## config.mk

```make
export PLATFORM = sky130hd
export DESIGN_NAME = brc_regs
export DESIGN_NICKNAME = d
export VERILOG_FILES = /design/src/core/brc_restart.v /design/src/core/brc_recovery.v /design/src/core/brc_regs.v
export VERILOG_INCLUDE_DIRS = /design/src /design/src/core
export SDC_FILE = /design/constraint.sdc
export NUM_CORES = 1
export LEC_CHECK = 0
export ABC_AREA = 1
export BUFFER_PORTS_ARGS = -buffer_cell sky130_fd_sc_hd__buf_2
export CAP_MARGIN = 20
export CORE_AREA = 3 3 86 88
export CTS_CLUSTER_DIAMETER = 120
export DETAILED_ROUTE_END_ITERATION = 16
export DIE_AREA = 0 0 89 91
export RECOVER_POWER = 100
export SYNTH_ARGS = -nofsm -noshare
export SYNTH_HDL_FRONTEND = slang
export SYNTH_SLANG_ARGS = --single-unit
```

## constraint.sdc

```tcl
create_clock -name i_clk -period 2.28 [get_ports i_clk]
set_clock_uncertainty 0.2 [all_clocks]
set_input_delay 0.114 -clock i_clk [delete_from_list [all_inputs] [get_ports i_clk]]
set_output_delay 0.114 -clock i_clk [all_outputs]
set_load 0.05 [all_outputs]
```

## src/core/brc_map.vh

```
// brc_map.vh: register addresses, field positions and reset values for the
// boost and restart configuration bank.
// assumes inclusion by the design files only; holds definitions, no logic.
`ifndef BRC_MAP_VH
`define BRC_MAP_VH

// ----------------------------------------------------------------------------
// bus widths and addresses
// ----------------------------------------------------------------------------
`define BRC_AW              8
`define BRC_DW              8
`define BRC_FAULT_ADDR      8'h12
`define BRC_RATIO_ADDR      8'h14
`define BRC_PRIM_ADDR       8'h15
`define BRC_SEC_ADDR        8'h16
`define BRC_RESTART_ADDR    8'hff
`define BRC_RESTART_KEY     8'h00
`define BRC_READ_ZERO       8'h00

// ----------------------------------------------------------------------------
// reset values
// ----------------------------------------------------------------------------
`define BRC_FAULT_RST       8'h30
`define BRC_RATIO_RST       8'h11
`define BRC_PRIM_RST        8'h03
`define BRC_SEC_RST         8'h00

// ----------------------------------------------------------------------------
// field positions
// ----------------------------------------------------------------------------
`define BRC_DRV_HI          7
`define BRC_DRV_LO          6
`define BRC_DSCG_BIT        2
`define BRC_SKIP_BIT        1
`define BRC_RATE_BIT        0
`define BRC_POLICY_BIT      3
`define BRC_GM_HI           1
`define BRC_GM_LO           0
`define BRC_AUTO_BIT        4
`define BRC_MCS_HI          3
`define BRC_MCS_LO          0
`define BRC_TRIG_BIT        3
`define BRC_POL_HI          2
`define BRC_POL_LO          0
`define BRC_FAULTS          4

`endif

```

## src/core/brc_restart.v

```verilog
// brc_restart.v: watches the write port for the restart key at the restart
// address and issues a one-cycle restart pulse.
// assumes writes are synchronous to i_clk and qualified by i_ce.
`timescale 1ns/1ps
`include "brc_map.vh"

module brc_restart (
	// clock and reset
	input  wire                  i_clk,
	input  wire                  i_reset,
	input  wire                  i_ce,
	// write port
	input  wire                  i_wr_en,
	input  wire [`BRC_AW-1:0]    i_wr_addr,
	input  wire [`BRC_DW-1:0]    i_wr_data,
	// restart pulse
	output wire                  o_restart
);

	reg restart_q;

	// ------------------------------------------------------------------------
	// key detection
	// ------------------------------------------------------------------------
	// only the exact key starts a restart; other values are dropped silently
	// the restart cycle discards every write, a repeated key included, so one
	// restart never stretches into a second pulse
	always @(posedge i_clk or posedge i_reset) begin
		if (i_reset) begin
			restart_q <= 1'b0;
		end else if (i_ce) begin
			restart_q <= i_wr_en && !restart_q && (i_wr_addr == `BRC_RESTART_ADDR)
				&& (i_wr_data == `BRC_RESTART_KEY);
		end
	end

	assign o_restart = restart_q;

endmodule

```

## src/core/brc_recovery.v

```verilog
// brc_recovery.v: turns a write of the manual recovery trigger into one
// recovery attempt pulse per fault whose policy selects manual recovery.
// assumes the policy vector is stable during the trigger write.
`timescale 1ns/1ps
`include "brc_map.vh"

module brc_recovery (
	// clock and reset
	input  wire                     i_clk,
	input  wire                     i_reset,
	input  wire                     i_ce,
	// trigger and policies
	input  wire                     i_trigger,
	input  wire [`BRC_FAULTS-1:0]   i_policy_manual,
	// attempt pulses
	output wire [`BRC_FAULTS-1:0]   o_attempt
);

	reg [`BRC_FAULTS-1:0] attempt_q;

	// ------------------------------------------------------------------------
	// per-fault attempt pulses
	// ------------------------------------------------------------------------
	genvar g;
	generate
		for (g = 0; g < `BRC_FAULTS; g = g + 1) begin : g_fault
			// auto-recovered faults ignore the trigger
			always @(posedge i_clk or posedge i_reset) begin
				if (i_reset) begin
					attempt_q[g] <= 1'b0;
				end else if (i_ce) begin
					attempt_q[g] <= i_trigger & i_policy_manual[g];
				end
			end
		end
	endgenerate

	assign o_attempt = attempt_q;

endmodule

```

## src/core/brc_regs.v

```verilog
// brc_regs.v: boost and restart configuration bank; fault recovery, clock
// ratio and both boost setting registers, plus the restart trigger.
// assumes a synchronous internal register port from the serial host logic
// and an analog boost stage consuming the setting outputs as levels.
`timescale 1ns/1ps
`include "brc_map.vh"

module brc_regs (
	// clock, reset, enable
	input  wire                     i_clk,
	input  wire                     i_reset,
	input  wire                     i_ce,
	// register write port
	input  wire                     i_wr_en,
	input  wire [`BRC_AW-1:0]       i_wr_addr,
	input  wire [`BRC_DW-1:0]       i_wr_data,
	// register read port
	input  wire                     i_rd_en,
	input  wire [`BRC_AW-1:0]       i_rd_addr,
	output wire [`BRC_DW-1:0]       o_rd_data,
	// clock ratio detector
	input  wire                     i_detect_valid,
	input  wire [3:0]               i_detect_ratio,
	// boost settings
	output wire [1:0]               o_high_side_drive_speed,
	output wire                     o_output_discharge_enable,
	output wire                     o_pulse_skip_allow,
	output wire                     o_switching_rate_select,
	output wire                     o_converter_fault_recovery_policy,
	output wire [1:0]               o_error_amp_gain_select,
	// clocking settings
	output wire [3:0]               o_master_clock_ratio_field,
	output wire                     o_ratio_autodetect_enable,
	// recovery and restart
	output wire [`BRC_FAULTS-1:0]   o_recover_attempt,
	output wire                     o_soft_reset
);

	// ------------------------------------------------------------------------
	// storage
	// ------------------------------------------------------------------------
	reg  [`BRC_DW-1:0] fault_q;
	reg  [`BRC_DW-1:0] ratio_q;
	reg  [`BRC_DW-1:0] prim_q;
	reg  [`BRC_DW-1:0] sec_q;
	reg  [`BRC_DW-1:0] rd_data_q;
	reg  [`BRC_DW-1:0] rd_data_d;
	wire               restart;
	wire               trig_write;
	wire [`BRC_FAULTS-1:0] policy_manual;

	// address match, shared by write and read decode
	function hit;
		input [`BRC_AW-1:0] addr;
		input [`BRC_AW-1:0] target;
		begin
			hit = (addr == target);
		end
	endfunction

	// ------------------------------------------------------------------------
	// restart detection
	// ------------------------------------------------------------------------
	brc_restart u_restart (
		.i_clk     (i_clk),
		.i_reset   (i_reset),
		.i_ce      (i_ce),
		.i_wr_en   (i_wr_en),
		.i_wr_addr (i_wr_addr),
		.i_wr_data (i_wr_data),
		.o_restart (restart)
	);

	// ------------------------------------------------------------------------
	// fault recovery register
	// ------------------------------------------------------------------------
	// trigger bit is write-only and never stored, so it reads back zero
	always @(posedge i_clk or posedge i_reset) begin
		if (i_reset) begin
			fault_q <= `BRC_FAULT_RST;
		end else if (i_ce) begin
			if (restart) begin
				fault_q <= `BRC_FAULT_RST;
			end else if (i_wr_en && hit(i_wr_addr, `BRC_FAULT_ADDR)) begin
				fault_q <= i_wr_data & ~(8'h01 << `BRC_TRIG_BIT);
			end
		end
	end

	assign trig_write = i_ce && !restart && i_wr_en && hit(i_wr_addr, `BRC_FAULT_ADDR)
		&& i_wr_data[`BRC_TRIG_BIT];
	// boost fault policy lives in the secondary register, the rest here
	assign policy_manual = {sec_q[`BRC_POLICY_BIT], fault_q[`BRC_POL_HI:`BRC_POL_LO]};

	brc_recovery u_recovery (
		.i_clk           (i_clk),
		.i_reset         (i_reset),
		.i_ce            (i_ce),
		.i_trigger       (trig_write),
		.i_policy_manual (policy_manual),
		.o_attempt       (o_recover_attempt)
	);

	// ------------------------------------------------------------------------
	// clock ratio register
	// ------------------------------------------------------------------------
	// detector update beats a host write in the same cycle so the readback
	// shows what hardware found in that cycle while auto mode is on
	always @(posedge i_clk or posedge i_reset) begin
		if (i_reset) begin
			ratio_q <= `BRC_RATIO_RST;
		end else if (i_ce) begin
			if (restart) begin
				ratio_q <= `BRC_RATIO_RST;
			end else begin
				if (i_wr_en && hit(i_wr_addr, `BRC_RATIO_ADDR)) begin
					ratio_q <= i_wr_data;
				end
				if (ratio_q[`BRC_AUTO_BIT] && i_detect_valid) begin
					ratio_q[`BRC_MCS_HI:`BRC_MCS_LO] <= i_detect_ratio;
				end
			end
		end
	end

	// ------------------------------------------------------------------------
	// boost setting registers
	// ------------------------------------------------------------------------
	// reserved bits are stored and read back but drive nothing
	always @(posedge i_clk or posedge i_reset) begin
		if (i_reset) begin
			prim_q <= `BRC_PRIM_RST;
			sec_q  <= `BRC_SEC_RST;
		end else if (i_ce) begin
			if (restart) begin
				prim_q <= `BRC_PRIM_RST;
				sec_q  <= `BRC_SEC_RST;
			end else if (i_wr_en) begin
				if (hit(i_wr_addr, `BRC_PRIM_ADDR)) begin
					prim_q <= i_wr_data;
				end
				if (hit(i_wr_addr, `BRC_SEC_ADDR)) begin
					sec_q <= i_wr_data;
				end
			end
		end
	end

	// ------------------------------------------------------------------------
	// setting outputs
	// ------------------------------------------------------------------------
	assign o_high_side_drive_speed           = prim_q[`BRC_DRV_HI:`BRC_DRV_LO];
	assign o_output_discharge_enable         = prim_q[`BRC_DSCG_BIT];
	assign o_pulse_skip_allow                = prim_q[`BRC_SKIP_BIT];
	assign o_switching_rate_select           = prim_q[`BRC_RATE_BIT];
	assign o_converter_fault_recovery_policy = sec_q[`BRC_POLICY_BIT];
	assign o_error_amp_gain_select           = sec_q[`BRC_GM_HI:`BRC_GM_LO];
	assign o_master_clock_ratio_field        = ratio_q[`BRC_MCS_HI:`BRC_MCS_LO];
	assign o_ratio_autodetect_enable         = ratio_q[`BRC_AUTO_BIT];
	assign o_soft_reset                      = restart;

	// ------------------------------------------------------------------------
	// read path
	// ------------------------------------------------------------------------
	// unmapped and restart addresses read zero
	always @* begin
		rd_data_d = `BRC_READ_ZERO;
		if (hit(i_rd_addr, `BRC_FAULT_ADDR)) begin
			rd_data_d = fault_q;
		end else if (hit(i_rd_addr, `BRC_RATIO_ADDR)) begin
			rd_data_d = ratio_q;
		end else if (hit(i_rd_addr, `BRC_PRIM_ADDR)) begin
			rd_data_d = prim_q;
		end else if (hit(i_rd_addr, `BRC_SEC_ADDR)) begin
			rd_data_d = sec_q;
		end
	end

	// read data holds until the next read
	always @(posedge i_clk or posedge i_reset) begin
		if (i_reset) begin
			rd_data_q <= `BRC_READ_ZERO;
		end else if (i_ce && i_rd_en) begin
			rd_data_q <= rd_data_d;
		end
	end

	assign o_rd_data = rd_data_q;

endmodule

```

Word level (Yosys, flattened, before mapping)
Cells that the tools add are included.
- eq/ne operators: 9
- mux-type cells: 15
- bitwise logic cells: 4
- reductions and logical operators: 24
- operator list (operator ; number):
    8-bit two-way mux ; 14
    8-bit by 5-bit == test with 1-bit output (second input constant) ; 8
    1-bit logical AND ; 11
    2-bit nonzero test ; 5
    8-bit == test (second input constant) ; 1
    8-bit logical NOT ; 1
    2-bit AND reduction ; 3
    3-bit AND reduction ; 2
    1-bit AND ; 4
    4-bit two-way mux ; 1
    3-bit nonzero test ; 1
    1-bit logical NOT ; 1
- bits in registers: 45
- input port bits: 34
- output and inout bits: 26

Logic depth before layout (Yosys ltp)
Gate-level depths: netlist of the first run.
- depth in word-level cells: 6
- depth in mapped cells: 9

By module
From an unflattened synthesis of the first run, not the netlist that was laid out.
- cells, all modules: 356
- area total of the unflattened synthesis: 2563.7 um2
- by module, submodules not included (module ; times used ; cells each ; area an instance (um2)):
    brc_regs ; 1 ; 315 ; 2284.7
    brc_recovery ; 1 ; 18 ; 157.7
    brc_restart ; 1 ; 23 ; 121.4

Worst setup path before layout of the first run
OpenSTA, ideal clock, no wires.
- path kind: register to register
- start point: register u_restart.restart_q (netlist: u_restart.o_restart)
- end point: register sec_q[3]
- library setup time: 119 ps
- arrival: 1337 ps
- data required time: 1961 ps
- slack: 624 ps
- stages on the path, launching flop included: 6
- cell sequence: dfrtp_1 buf_2 nand2_2 buf_2 nand3_1 nand2_1
- longest elaborated chain between the ends: 2
- RTL lines (item ; line ; RTL):
    start: declaration ; brc_restart.v:20 ; reg restart_q;
    start signal: assignment ; brc_restart.v:32 ; restart_q <= i_wr_en && !restart_q && (i_wr_addr == `BRC_RESTART_ADDR)
    2-bit nonzero test (no line) ; n/a ;
    3-bit AND reduction (no line) ; n/a ;
    end signal: assignment ; brc_regs.v:133 ; sec_q <= `BRC_SEC_RST;
    end signal: assignment ; brc_regs.v:137 ; sec_q <= `BRC_SEC_RST;
    end signal: assignment ; brc_regs.v:143 ; sec_q <= i_wr_data;
    end: declaration ; brc_regs.v:45 ; reg [`BRC_DW-1:0] sec_q;
Several ways; a longest one is shown, not always the timed one.
A chain may end at the register's enable or synchronous reset.

Final worst setup path of the first run
- start point: input port i_wr_data[5]
- end point: register u_restart.restart_q (netlist: u_restart.o_restart)
- longest elaborated chain between the ends: 2
- RTL lines (item ; line ; RTL):
    start: declaration ; brc_regs.v:16 ; input wire [`BRC_DW-1:0] i_wr_data,
    8-bit logical NOT (no line) ; n/a ;
    1-bit logical AND ; brc_restart.v:32 ;
Every way passes these cells.

==> results of run 1 <==
## Yosys cell counts, drive strengths merged
cell type | number | share of area
clkbuf | 1 | 0.0028
dfrtp | 38 | 0.36
nand4 | 16 | 0.044
nand3 | 61 | 0.13
or2 | 1 | 0.0024
and2 | 6 | 0.014
buf | 16 | 0.044
a211oi | 3 | 0.0085
o21ai | 2 | 0.0038
inv | 27 | 0.039
dfstp | 6 | 0.060
o22ai | 1 | 0.0024
nand2 | 114 | 0.18
nor2 | 43 | 0.085
o211ai | 2 | 0.0057
nor2b | 1 | 0.0052
nor3 | 5 | 0.014
nand3b | 1 | 0.0028
## worst min-delay path, delay by kind of cell
| family | cells | cell delay [ps] |
|---|---|---|
| buffers and inverters | 2 | 150 |
| and+or+nand+nor | 3 | 210 |
## timing repair
item / CTS / global route
gates resized for setup: 0 / 0
hold endpoints to repair: 27 / 0
hold buffers: 11 / 0
## per-stage QoR
stage	setup WS, ps	cell area (µm²)	power, mW
2_1_floorplan	624	2640	1.21
3_3_place_gp	730	2950	1.31
3_5_place_dp	748	2950	1.31
4_1_cts	102	3160	1.83
5_1_grt	24.3	3090	1.90
6_report	75.0	3090	1.81
## area by class of cell
cell class	instances	area [µm²]
fill	706	3630
multi-input combinational	256	1290
sequential	44	1110
timing repair buffer	75	399
inverter	27	103
tap	80	100
clock buffer	6	82.6
clock inverter	2	10.0
## state kept, by name, indices dropped and copies added, names as in the netlist
name,count
sec_q,8
ratio_q,8
prim_q,8
fault_q,7
u_recovery.o_attempt,4
o_rd_data,8
u_restart.o_restart,1
## metal layers
layer / track usage / wire length [µm]
met5: 0 / 0
met4: 0.0471 / 64
met3: 0.0290 / 376
met2: 0.269 / 3140
met1: 0.279 / 3490
## how the worst max path moves through the flow
stage               slack [ps]  cells after the start                  end
detailed placement         750                      5             sec_q[3]
global placement           730                      9         o_rd_data[4]
finish                      80                      7  u_restart.o_restart
floorplan                  620                      5             sec_q[3]
global route                20                      7  u_restart.o_restart
CTS                        100                      7  u_restart.o_restart
## kinds of logic (layout without fill, tap and decap cells)
logic type | count (synthesis) | in the layout | synth area share
flip-flops | 44 | 44 | 0.419
buffers and inverters | 44 | 110 | 0.0857
AO/OA/AOI/OAI | 8 | 8 | 0.0203
AND/OR/NAND/NOR | 248 | 248 | 0.475
## power breakdown
part           leakage [nW]  internal, mW  total [mW]  switching (mW)
logic                  1.02         0.101       0.376           0.275
clock network        0.0510         0.242       0.515           0.273
registers             0.575         0.853       0.918          0.0645
total                  1.65          1.20        1.81           0.612
==> impl_metrics.json, run 1 <==
{
  "fin_nets": 443,
  "ys_ff_latch": 44,
  "r2r-start": "u_restart.o_restart",
  "hold_ws_ps": 11.0,
  "grt_max_degree": 28,
  "r2r_slack_ps": 420,
  "cp.arrival_ps": 2240,
  "worst_slew_pin_slew_ps": 963,
  "rsz0062_at_grt": "false",
  "timing.fmax_mhz": 454,
  "hp-start": "i_wr_data[7]",
  "setup_viol": 0,
  "path_max_fanout": 2,
  "clkLatencyLatePin_ps": 300,
  "wl_um": 7070,
  "reg2regPathDepth": 4,
  "vias_per_cell": 4.98,
  "io_buffers": 59,
  "drt_iter0_drc": 194,
  "cts_buffers": 5,
  "htreeDepth": 2,
  "whs_endpoint": "prim_q[7]",
  "relSlewSlack": 0.357,
  "synth_seq_area_share": 0.419,
  "clk_pin_slew_ps": 80,
  "crit_family": "buffers and inverters",
  "die_area_mm2": 0.00810,
  "hp-class": "in2reg",
  "routed-via-count": 2439,
  "cts_buffer_depth": 2,
  "timing.critical_path.from": "i_wr_data[5]",
  "antenna_cells": 0,
  "fin_tns_setup_ps": 0,
  "ir_drop_v": 0.000239,
  "gp_congestion": 0.824,
  "cp_common_cell": "dlygate4sd3_1",
  "cts.sinks": 44,
  "cellPowerDensity_mw_per_mm2": 585,
  "final_cells": 490,
  "fin_crit_ps": 2200,
  "grt_first_pass_wirelength_um": 11700,
  "antenna_found_initial": 0,
  "dp.cells": 471,
  "required_ps": 2320,
  "hold_depth": 5,
  "finalMaxSlewViolations": 0,
  "clockRootBuffer": "clkbuf_8",
  "cts_tree": "done",
  "gr-total-overflow": 0,
  "rows": 30,
  "hold_violations": 0,
  "post-dp-hpwl_um": 5550,
  "ys_warn_count": 0,
  "end_kind": "register",
  "wire_per_inst_um": 14.4,
  "path_cells": "dlygate4sd3_1 > buf_2 > nor3_1 > dlygate4sd3_1 > nand2_1 > o22ai_1 > dlygate4sd3_1",
  "final_common_cell": "nand2_1",
  "maxCapViolCount": 0,
  "rr_endpoint": "ratio_q[3]",
  "final_core_util": 0.460,
  "die_h_um": 91,
  "core_area_mm2": 0.00672,
  "dr.pass1.iters": 6,
  "synthDistinctLibCells": 31,
  "status": "completed",
  "final_antenna_net_count": 0,
  "synth_nets": 378,
  "start_util": 0.393,
  "grt_pass1_vias": 2345,
  "drc_errors": 0,
  "leakagePower_nw": 1.65,
  "crit_type": "in2reg",
  "crit_buf_inv": 4,
  "io_pins": 60,
  "die_w_um": 89,
  "mostFrequentLayoutCells": "nand2_1, nand3_1, dfrtp_1",
  "slowest_stage": "dlygate4sd3_1",
  "grt_use_total": 0.183,
  "slowest_delay_ps": 570,
  "syn_area_mm2": 0.00264,
  "area_growth_pct": 16.9,
  "synth_cells": 344,
  "drive_gt1_frac": 0.188,
  "avgSynthCellArea_um2": 7.69,
  "startpoint_type": "primary input",
  "post_cts_buffers": 0,
  "fin_crit_sh": 0.967
}
Power figures use the tool's default switching activity.
==> run 2: changes to the inputs <==
--- a/config.mk
+++ b/config.mk
@@ -13,6 +13,7 @@
 export CTS_CLUSTER_DIAMETER = 120
 export DETAILED_ROUTE_END_ITERATION = 16
 export DIE_AREA = 0 0 89 91
+export PLACE_DENSITY = 0.72
 export RECOVER_POWER = 100
 export SYNTH_ARGS = -nofsm -noshare
 export SYNTH_HDL_FRONTEND = slang
==> impl_metrics.json, run 2 (synthesis gave the netlist of run 1 again) <==
{
  "relSlewSlack": 0.272,
  "hp-class": "in2reg",
  "path_depth": 8,
  "maxCapViolCount": 0,
  "cts_buffers": 5,
  "core_area_mm2": 0.00672,
  "clkLatencyLatePin_ps": 290,
  "wire_per_inst_um": 14.1,
  "required_ps": 2320,
  "seq_area_mm2": 0.00111,
  "cts_tree": "done",
  "leakagePower_nw": 1.65,
  "start_util": 0.393,
  "ir_drop_v": 0.000282,
  "cellPowerDensity_mw_per_mm2": 586,
  "hold_ws_ps": 21.9,
  "drive_gt1_frac": 0.183,
  "die_h_um": 91,
  "io_pins": 60,
  "swShare": 0.337,
  "gp_congestion": 0.879,
  "wl_um": 6930,
  "nFillCells": 715,
  "slowest_stage": "dlygate4sd3_1",
  "rows": 30,
  "reg2regPathDepth": 5,
  "status": "completed",
  "clk_pin_slew_ps": 90,
  "drc_errors": 0,
  "hold_depth": 5,
  "crit_type": "in2reg",
  "die_area_mm2": 0.00810,
  "setup_viol": 0,
  "finalMaxSlewViolations": 0,
  "startpoint_type": "primary input",
  "area_growth_pct": 16.8,
  "cp.arrival_ps": 1980,
  "post-dp-hpwl_um": 5250,
  "worst_slew_pin_slew_ps": 1090,
  "power_frac_seq": 0.508,
  "fin_nets": 443,
  "mostFrequentLayoutCells": "nand2_1, nand3_1, dfrtp_1",
  "grt_use_total": 0.182,
  "met1_length_um": 3300,
  "grt_pass1_vias": 2307,
  "cts.sinks": 44,
  "grt_max_degree": 45,
  "vias_per_cell": 5.10,
  "rsz0062_at_grt": "false",
  "internal-power_mw": 1.20,
  "end_kind": "register",
  "crit_family": "simple AND/OR/NAND/NOR gates",
  "grt_first_pass_wirelength_um": 11700,
  "fin_crit_sh": 0.852,
  "place_area_mm2": 0.00294,
  "fin_crit_ps": 1940,
  "final_common_cell": "nand2_1",
  "wl_met3_um": 528,
  "path_max_fanout": 11,
  "final_core_util": 0.459,
  "antenna_found_initial": 0,
  "path_cells": "dlygate4sd3_1 > buf_2 > nand2_1 > nor3_4 > nand3_1 > nand2_4 > o21ai_0 > nand2_1",
  "p_sw_uw": 610,
  "htreeDepth": 2,
  "final_antenna_net_count": 0,
  "postLayoutCellArea_mm2": 0.00309,
  "cp_common_cell": "nand2_1",
  "post_cts_resized": 0,
  "dr_wl_met2_um": 3020,
  "dr.pass1.iters": 4,
  "fin_tns_setup_ps": 0,
  "p_total_mw": 1.81,
  "clkPwrFrac": 0.283,
  "cts_buffer_depth": 2,
  "antenna_cells": 0,
  "drt_iter0_drc": 199,
  "slowest_delay_ps": 520,
  "io_buffers": 59,
  "die_w_um": 89,
  "clockRootBuffer": "clkbuf_8",
  "top_layer_used": "met4",
  "multi_input_area_mm2": 0.00127,
  "hold_violations": 0,
  "timing.fmax_mhz": 515,
  "power_frac_comb": 0.210,
  "crit_buf_inv": 2,
  "gr-total-overflow": 0,
  "routed-via-count": 2499
}
==> run 2: cell count changes in the layout (fill, tap and decap cells not counted), sizes merged <==
cell         change
clkbuf           -3
dlygate4sd3      +2
buf              +1
inv              +2
clkinvlp         -1
clkinv           -1
==> run 2: per-layer routing <==
layer  track usage  up-vias
li1              -     1250
met1         0.274     1150
met2         0.272       92
met3        0.0263        7
met4        0.0434        0
met5             0        -
==> run 2: what timing repair did <==
item                                   CTS  global route
endpoints found under the hold margin   46             0
setup buffers                            0             0
setup endpoints to repair                0             1
hold buffers                            15             0
==> run 2: stage by stage <==
stage	setup slack, ps	cells
global placement	751	469
detailed placement	734	469
floorplan	624	344
CTS	99.8	492
finish	337	490
global route	139	490
==> run 2: power by group through the flow <==
| stage | Clock, mW | Combinational (mW) | Sequential [mW] |
|---|---|---|---|
| finish | 0.511 | 0.379 | 0.918 |
| global placement | 0 | 0.374 | 0.931 |
| detailed placement | 0 | 0.379 | 0.931 |
| floorplan | 0 | 0.270 | 0.944 |
| global route | 0.554 | 0.415 | 0.926 |
| CTS | 0.524 | 0.397 | 0.916 |
==> run 2: layout make-up <==
| cell class | count | area share |
|---|---|---|
| multi-input cells | 256 | 0.411 |
| flip-flops and latches | 44 | 0.359 |
| repair buffers | 75 | 0.134 |
| inverters | 27 | 0.0336 |
| well taps | 80 | 0.0324 |
| clock buffers | 6 | 0.0268 |
| clock inverters | 2 | 0.00324 |
==> run 2: worst register-to-register path: stages, from the launching register on <==
cell and delay [ps]:
dfstp_1 580, nand2_1 170, a211oi_1 230, dlygate4sd3_1 570, nand2_1 50, nand2_1 60
==> run 2: path summary, 6_finish.rpt <==
path / start / end / slack (ps)
setup / recovery: i_ce / prim_q[0] / 340
hold / removal: i_detect_ratio[1] / ratio_q[1] / 20
setup reg to reg: ratio_q[4] / ratio_q[2] / 380
hold reg to reg: u_recovery.o_attempt[3] / u_recovery.o_attempt[3] / 290
max in group asynchronous: i_reset / prim_q[5] / 700
min in group asynchronous: i_reset / o_rd_data[2] / 510
